===== src/hw/bdv_defs.svh =====
// constants for the bus debug visibility block
`ifndef BDV_DEFS_SVH
`define BDV_DEFS_SVH
`define BDV_ADDR_W      16
`define BDV_DATA_W      8
`define BDV_DATA_RST    8'h00
// register-block window of the replaced parallel ports and handshake
`define BDV_PORT_LO     6'h02
`define BDV_PORT_HI     6'h07
`define BDV_REG_OFS_W   6
// mode pin pair values (B,A)
`define BDV_PINS_NSC    2'h2
`define BDV_PINS_NEXP   2'h3
`define BDV_PINS_SBOOT  2'h0
`define BDV_PINS_STEST  2'h1
`define BDV_ECHO_RST    1'h0
`endif


===== src/hw/bdv_pkg.sv =====
// types for the bus debug visibility block
package bdv_pkg;
  typedef enum logic [1:0] {
    BDV_NORM_SINGLE,
    BDV_NORM_EXP,
    BDV_SPEC_BOOT,
    BDV_SPEC_TEST
  } bdv_mode_t;
endpackage


===== src/hw/bdv_top.sv =====
// bus debug visibility: boundary marker, internal read echo, expansion bus treatment
`timescale 1ns/1ps
`include "bdv_defs.svh"

// Functional notes
// marker pin pulled low on first bus cycle of each instruction, released otherwise
// echo bit 1: internal read data driven onto external data bus
// echo bit 0: data bus undriven on internal-address reads
// reset into a normal mode starts the echo bit at 0
// legacy variant: writing 1 in normal modes is ignored
// special modes start echo at 1; clearing it locks it
// newer variant: writing 1 accepted in any mode unless cleared since reset
// after a write of 0 echo stays off until next reset
// echo drives the bus on internal reads despite read direction
// external logic must avoid contention while echo is on
// normal expanded: bus undriven during nonvolatile memory reads
// expanded modes: port and handshake registers accessed externally
// handshake interrupts share the external interrupt request vector
// expanded modes hand the port pins to the expansion bus
// mode latched from pin pair at reset: 10,11,00,01 as documented
// after reset pin A becomes open-drain marker, no longer sampled
// sticky write lock cleared by reset; parameter picks write permission variant
module bdv_top #(
  parameter bit NEWER_VARIANT = 1'b0
) (
  input  wire logic                     i_clk,
  input  wire logic                     i_rst_n,
  input  wire logic                     i_mode_pin_a,
  input  wire logic                     i_mode_pin_b,
  input  wire logic                     i_cyc,
  input  wire logic                     i_instr_first,
  input  wire logic                     i_rd,
  input  wire logic [`BDV_ADDR_W-1:0]   i_addr,
  input  wire logic                     i_addr_internal,
  input  wire logic                     i_reg_block_hit,
  input  wire logic                     i_nvm_hit,
  input  wire logic [`BDV_DATA_W-1:0]   i_int_rd_data,
  input  wire logic                     i_echo_wr,
  input  wire logic                     i_echo_wdata,
  input  wire logic                     i_ext_irq,
  input  wire logic                     i_hs_irq,
  output logic                          o_marker_out,
  output logic                          o_marker_oe,
  output logic [`BDV_DATA_W-1:0]        o_data_out,
  output logic                          o_data_oe,
  output logic                          o_internal_read_echo,
  output logic [1:0]                    o_mode,
  output logic                          o_ext_access,
  output logic                          o_irq_req,
  output logic                          o_port_bus_sel
);

  ////////////////////////////////////////////////////////////////////////////
  // decode helpers

  function automatic logic is_special(input bdv_pkg::bdv_mode_t m);
    is_special = (m == bdv_pkg::BDV_SPEC_BOOT) || (m == bdv_pkg::BDV_SPEC_TEST);
  endfunction

  function automatic logic is_expanded(input bdv_pkg::bdv_mode_t m);
    is_expanded = (m == bdv_pkg::BDV_NORM_EXP) || (m == bdv_pkg::BDV_SPEC_TEST);
  endfunction

  function automatic bdv_pkg::bdv_mode_t pins_to_mode(input logic [1:0] p);
    unique case (p)
      `BDV_PINS_NSC:   pins_to_mode = bdv_pkg::BDV_NORM_SINGLE;
      `BDV_PINS_NEXP:  pins_to_mode = bdv_pkg::BDV_NORM_EXP;
      `BDV_PINS_SBOOT: pins_to_mode = bdv_pkg::BDV_SPEC_BOOT;
      `BDV_PINS_STEST: pins_to_mode = bdv_pkg::BDV_SPEC_TEST;
    endcase
  endfunction

  ////////////////////////////////////////////////////////////////////////////
  // mode pin synchroniser: no reset, so it keeps sampling while reset is held

  logic [1:0]          pin_s1_r;
  logic [1:0]          pin_s2_r;
  logic                started_r;
  bdv_pkg::bdv_mode_t  mode_r;
  logic                echo_r;
  logic                lock_r;
  logic                port_hit;
  logic                echo_drive;

  always_ff @(posedge i_clk) begin
    pin_s1_r <= {i_mode_pin_b, i_mode_pin_a};
    pin_s2_r <= pin_s1_r;
  end

  // first edge after release captures the mode; later pin A is an output only
  always_ff @(posedge i_clk or negedge i_rst_n) begin
    if (!i_rst_n) begin
      started_r <= 1'b0;
      mode_r    <= bdv_pkg::BDV_NORM_SINGLE;
    end else if (!started_r) begin
      started_r <= 1'b1;
      mode_r    <= pins_to_mode(pin_s2_r);
    end
  end

  ////////////////////////////////////////////////////////////////////////////
  // echo bit and its sticky write lock

  // lock only ever sets; only reset can reopen the echo bit
  always_ff @(posedge i_clk or negedge i_rst_n) begin
    if (!i_rst_n) begin
      lock_r <= 1'b0;
    end else if (started_r && i_echo_wr && !i_echo_wdata) begin
      lock_r <= 1'b1;
    end
  end

  always_ff @(posedge i_clk or negedge i_rst_n) begin
    if (!i_rst_n) begin
      echo_r <= `BDV_ECHO_RST;
    end else if (!started_r) begin
      echo_r <= is_special(pins_to_mode(pin_s2_r));
    end else if (i_echo_wr) begin
      if (!i_echo_wdata) begin
        echo_r <= 1'b0;
      end else if (!lock_r && (NEWER_VARIANT || is_special(mode_r))) begin
        echo_r <= 1'b1;
      end
    end
  end

  ////////////////////////////////////////////////////////////////////////////
  // outputs, all registered; data, marker and external access follow the cycle strobe by one cycle

  assign port_hit = i_reg_block_hit &&
                    (i_addr[`BDV_REG_OFS_W-1:0] >= `BDV_PORT_LO) &&
                    (i_addr[`BDV_REG_OFS_W-1:0] <= `BDV_PORT_HI);

  // echo drives even though the cycle is a read; external decode must keep off
  // port window is only external in expanded modes; single-chip port reads stay echoed
  assign echo_drive = started_r && i_cyc && i_rd && i_addr_internal && echo_r &&
                      !(is_expanded(mode_r) && port_hit) &&
                      !((mode_r == bdv_pkg::BDV_NORM_EXP) && i_nvm_hit);

  always_ff @(posedge i_clk or negedge i_rst_n) begin
    if (!i_rst_n) begin
      o_data_oe  <= 1'b0;
      o_data_out <= `BDV_DATA_RST;
    end else begin
      o_data_oe  <= echo_drive;
      o_data_out <= echo_drive ? i_int_rd_data : `BDV_DATA_RST;
    end
  end

  // open drain: output value is always low, only the enable moves
  always_ff @(posedge i_clk or negedge i_rst_n) begin
    if (!i_rst_n) begin
      o_marker_out <= 1'b0;
      o_marker_oe  <= 1'b0;
    end else begin
      o_marker_out <= 1'b0;
      o_marker_oe  <= started_r && i_cyc && i_instr_first;
    end
  end

  // ports replaced by the expansion bus become external addresses
  always_ff @(posedge i_clk or negedge i_rst_n) begin
    if (!i_rst_n) begin
      o_ext_access <= 1'b0;
    end else begin
      o_ext_access <= started_r && i_cyc &&
                      (!i_addr_internal || (is_expanded(mode_r) && port_hit));
    end
  end

  // a replacement chip on the external request line is then serviced identically
  always_ff @(posedge i_clk or negedge i_rst_n) begin
    if (!i_rst_n) begin
      o_irq_req <= 1'b0;
    end else begin
      o_irq_req <= i_ext_irq || i_hs_irq;
    end
  end

  always_ff @(posedge i_clk or negedge i_rst_n) begin
    if (!i_rst_n) begin
      o_port_bus_sel       <= 1'b0;
      o_mode               <= 2'h0;
      o_internal_read_echo <= 1'b0;
    end else begin
      o_port_bus_sel       <= started_r && is_expanded(mode_r);
      o_mode               <= mode_r;
      o_internal_read_echo <= echo_r;
    end
  end

  ////////////////////////////////////////////////////////////////////////////
  // checks

  a_marker_first_cycle: assert property (@(posedge i_clk) disable iff (!i_rst_n)
    started_r && i_cyc |=> (o_marker_oe == $past(i_instr_first)))
    else $error("marker does not follow instruction start");

  a_echo_drives_data: assert property (@(posedge i_clk) disable iff (!i_rst_n)
    echo_drive |=> o_data_oe && (o_data_out == $past(i_int_rd_data)))
    else $error("echo read not driven");

  a_echo_off_quiet: assert property (@(posedge i_clk) disable iff (!i_rst_n)
    !echo_r |=> !o_data_oe)
    else $error("bus driven with echo off");

  a_normal_reset_zero: assert property (@(posedge i_clk) disable iff (!i_rst_n)
    $rose(started_r) && !is_special(mode_r) |-> !echo_r)
    else $error("echo not cleared in normal mode");

  a_legacy_refuse: assert property (@(posedge i_clk) disable iff (!i_rst_n)
    !NEWER_VARIANT && started_r && !is_special(mode_r) && !echo_r |=> !echo_r)
    else $error("legacy normal mode accepted echo set");

  a_special_start_one: assert property (@(posedge i_clk) disable iff (!i_rst_n)
    $rose(started_r) && is_special(mode_r) |-> echo_r)
    else $error("echo not set in special mode");

  a_newer_accept: assert property (@(posedge i_clk) disable iff (!i_rst_n)
    NEWER_VARIANT && started_r && i_echo_wr && i_echo_wdata && !lock_r |=> echo_r)
    else $error("newer variant refused echo set");

  a_lock_holds: assert property (@(posedge i_clk) disable iff (!i_rst_n)
    started_r && i_echo_wr && !i_echo_wdata |=> !echo_r ##1 (!echo_r && lock_r))
    else $error("echo reopened after clear");

  a_nvm_quiet: assert property (@(posedge i_clk) disable iff (!i_rst_n)
    (mode_r == bdv_pkg::BDV_NORM_EXP) && i_nvm_hit |=> !o_data_oe)
    else $error("bus driven on nonvolatile read");

  a_port_external: assert property (@(posedge i_clk) disable iff (!i_rst_n)
    started_r && i_cyc && is_expanded(mode_r) && port_hit |=> o_ext_access && !o_data_oe)
    else $error("port access not external");

  a_irq_shared: assert property (@(posedge i_clk) disable iff (!i_rst_n)
    i_hs_irq |=> o_irq_req)
    else $error("handshake interrupt lost");

  a_mode_stable: assert property (@(posedge i_clk) disable iff (!i_rst_n)
    started_r && $past(started_r) |-> $stable(mode_r))
    else $error("mode changed after reset");

  c_echo_read: cover property (@(posedge i_clk) disable iff (!i_rst_n) echo_drive ##1 o_data_oe);
  c_echo_clear: cover property (@(posedge i_clk) disable iff (!i_rst_n) echo_r ##1 !echo_r);
  c_marker: cover property (@(posedge i_clk) disable iff (!i_rst_n) o_marker_oe ##1 !o_marker_oe);
  c_port_ext: cover property (@(posedge i_clk) disable iff (!i_rst_n) o_ext_access && o_port_bus_sel);

endmodule


===== config.mk =====
export PLATFORM = sky130hd
export DESIGN_NAME = bdv_top
export DESIGN_NICKNAME = d
export VERILOG_FILES = /design/src/hw/bdv_pkg.sv /design/src/hw/bdv_top.sv
export VERILOG_INCLUDE_DIRS = /design/src /design/src/hw
export SDC_FILE = /design/constraint.sdc
export NUM_CORES = 1
export LEC_CHECK = 0
export ABC_CLOCK_PERIOD_IN_PS = 2500
export BUFFER_PORTS_ARGS = -buffer_cell sky130_fd_sc_hd__buf_4
export CAP_MARGIN = 20
export CORE_MARGIN = 5
export CORE_UTILIZATION = 43
export DETAILED_ROUTE_END_ITERATION = 6
export PLACE_DENSITY = 0.87
export SLEW_MARGIN = 0
export SYNTH_ARGS = -nofsm -noshare
export SYNTH_HDL_FRONTEND = slang
export SYNTH_SLANG_ARGS = --single-unit

===== constraint.sdc =====
create_clock -name i_clk -period 2.5 [get_ports i_clk]
set_input_delay 0.25 -clock i_clk [delete_from_list [all_inputs] [get_ports i_clk]]
set_output_delay 0.25 -clock i_clk [all_outputs]
set_load 0.01 [all_outputs]

==> results by group <==
Flow run
  – MaxCap Viol Count: 0

Place
  – Routability cong.: 0.722
  – Number of port buffers: 42
  – Post-place setup slack: 1.16 ns
  – Dpl hpwl: 1350 µm

Routing
  – DRT Pass-1 Iters: 4
  – Vias post-DR: 616
  – DR WL/cell: 12.0 µm
  – Max layer used: met3
  – DRC: 0
  – Routed met3 length: 123 µm
  – Drt via density: 4.50
  – Final wirelength: 1640 µm
  – Routed Antenna Nets: 0
  – DRT met1 WL: 608 µm
  – Routed length on met2: 907 µm
  – DRT iter0 DRCs: 3

Timing
  – Crit share post-route: 54.2%
  – Fmax: 738 MHz
  – Clock Skews: 0.00600 ns
  – Final setup viols: 0
  – Post-route minimum period: 1.35 ns
  – Final-report hold violation count: 0
  – Worst setup margin: 1.15 ns
  – Slew headroom: 61.2%
  – Worst-margin pin slew: 0.581 ns
  – Final Max Slew Viols: 0
  – Setup repair after global routing missed its margin: false
  – Setup TNS: 0 ns

Floorplanning
  – FP Rows: 16
  – Die Width: 54.2 µm
  – Die area: 0.00294 mm²
  – Boundary pin count: 55
  – Die height: 54.2 µm
  – Starting Density: 43.7%
  – Core area: 0.00192 mm²

Global route
  – Gr usage total: 12.3%
  – Gr ovfl total: 0
  – Largest net degree at the start of global routing: 22
  – Vias in the first global route: 647
  – First-pass GRT wire length: 2590 µm
  – Initial antenna violation count: 0

Worst setup path
  – Crit Path Class: flop to flop
  – Reg-to-reg slack, setup: 1.15 ns
  – CP required: 2.74 ns
  – Arrival time at the worst endpoint: 1.60 ns
  – Critical Path Slowest Stage Cell: o41ai_4
  – Crit Reg-Reg Startpoint: mode_r[0]
  – Worst Path Buf+Inv: 0
  – Crit-path cells: o211ai_1 > o41ai_4 > and3_1
  – CP top delay family: compound AO/OA/AOI/OAI gates
  – Worst r2r dst: o_ext_access
  – CP Capture Type: flop
  – Setup crit start kind: flop
  – Slowest Stage Delay on Critical Path: 0.51 ns
  – Crit path max fanout: 10
  – Reg2Reg Depth: 3

Clock tree
  – Clock root buffer: clkbuf_4
  – Post-CTS setup buffers: 0
  – Inserted Clock Buffers: 3
  – H-tree depth: 1
  – Clock slew at reported path FFs: 0.12 ns
  – CTS max path bufs: 2
  – CTS tree: yes
  – Clk sinks: 25
  – Clock Latency Late Sink: 0.30 ns

Finish
  – Filler Cells Inserted: 160
  – Final net count: 149
  – Share of layout cells above drive strength 1: 43.6%
  – N_diodes: 0
  – Area growth syn-to-layout: 43.8%

Synthesis
  – Sequential cell area fraction in the yosys report: 72.0%
  – Post-synth net total: 104
  – Post-synth EDFFs: 0
  – #FFs+latches synth: 25
  – Yosys Warn Count: 0
  – Avg Cell Area, Syn: 12.7 µm²
  – Cell count after synthesis: 66
  – Synth unique cells: 20
  – Synth Cell Area: 841 µm²
  – Post-synth ARST share: 84.0%
  – Most common flop cell mapped by yosys: dfrtp_1

Power and ir drop
  – Leak: 0.620 nW
  – Pwr Density: 556 mW/mm²
  – Max IR drop VDD: 0.000405 V

Hold path
  – Worst hold endpoint: pin_s1_r[0]
  – Min-delay worst type: input pin to flop
  – Hold-critical path depth: 1
  – Min-delay src: i_mode_pin_a

Run status
  – Status: complete, no violations
## flip-flops by register name (all words and copies together) (netlist names), 2 cells and up
name,count
pin_s1_r,2
o_mode,2
pin_s2_r,2
o_data_out,8
mode_r,2
## power breakdown
part	internal (mW)	switching (mW)	total, mW
clock network	0.0620	0.0999	0.162
registers	0.421	0.00916	0.430
logic	0.0468	0.0336	0.0804
total	0.530	0.143	0.672
## stage by stage
step,hold WS [ns],std cells,instance area (µm²),total power [mW],utilization [%]
2_1_floorplan,-0.0456,66,841,0.462,-
3_3_place_gp,0.135,132,1170,0.516,61.0
3_5_place_dp,0.141,132,1170,0.519,61.0
4_1_cts,0.0399,137,1210,0.682,62.9
5_1_grt,0.0258,137,1210,0.711,62.9
6_report,0.0509,137,1210,0.672,62.9
## repair_timing
| action | CTS | global route |
|---|---|---|
| gates resized for setup | 0 | 0 |
| hold buffers | 1 | 0 |
| endpoints found under the hold margin | 21 | 0 |
| setup endpoints to repair | 0 | 0 |
## cell usage in the layout, fill, tap and decap left out, types with 2 or more instances in the layout
| cell type | instances |
|---|---|
| dfxtp_1 | 4 |
| dfrtp_1 | 21 |
| and3_1 | 2 |
| nor2_1 | 9 |
| inv_1 | 2 |
| clkbuf_4 | 3 |
| buf_4 | 42 |
| o21ai_0 | 2 |
| conb_1 | 2 |
| nand3_1 | 8 |
| nand3b_1 | 2 |
| nand2_1 | 3 |
## worst register-to-register path, stage by stage, from the launching register on
cell and delay (ns):
dfrtp_1 0.42, o211ai_1 0.15, o41ai_4 0.51, and3_1 0.23
## layer usage
layer	up-vias	track usage [%]
li1	306	-
met1	286	12.2
met2	24	24.7
met3	0	3.00
met4	0	3.73
met5	-	0
## cell type report
class	instances	area [µm²]	share of cell area, %
well taps	27	33.8	2.80
inverters	2	7.51	0.621
flip-flops and latches	25	606	50.1
clock buffers	4	26.3	2.17
repair buffers	43	325	26.9
multi-input cells	36	210	17.4
## worst max path at each step
stage / startpoint / to / slack [ns] / cells past startpoint
floorplan: mode_r[0] / o_ext_access / 1.35 / 3
global placement: mode_r[0] / o_ext_access / 1.19 / 3
detailed placement: mode_r[0] / o_ext_access / 1.16 / 3
CTS: mode_r[0] / o_ext_access / 1.13 / 3
global route: mode_r[0] / o_ext_access / 1.02 / 3
finish: mode_r[0] / o_ext_access / 1.15 / 3
## synthesized netlist by cell type (2+ instances only)
| cell type | instances | share of area (%) |
|---|---|---|
| nand3b_1 | 2 | 1.8 |
| buf_2 | 2 | 1.2 |
| nand3_1 | 8 | 4.8 |
| nand2_1 | 3 | 1.3 |
| conb_1 | 2 | 0.89 |
| o21ai_0 | 2 | 1.2 |
| nor2_1 | 9 | 4.0 |
| dfxtp_1 | 4 | 9.5 |
| dfrtp_1 | 21 | 62 |
| and3_1 | 2 | 1.5 |
| inv_1 | 2 | 0.89 |
## kinds of logic (layout without fill, tap and decap cells)
| group | Yosys count | after routing | share of synthesized area, % |
|---|---|---|---|
| buffers and inverters | 5 | 49 | 2.98 |
| DFF | 25 | 25 | 72.0 |
| muxes | 1 | 1 | 1.34 |
| and+or+nand+nor | 27 | 27 | 15.9 |
| other | 2 | 2 | 0.893 |
| AOI/OAI and AO/OA | 6 | 6 | 6.85 |
(Power assumes the default switching activity.)
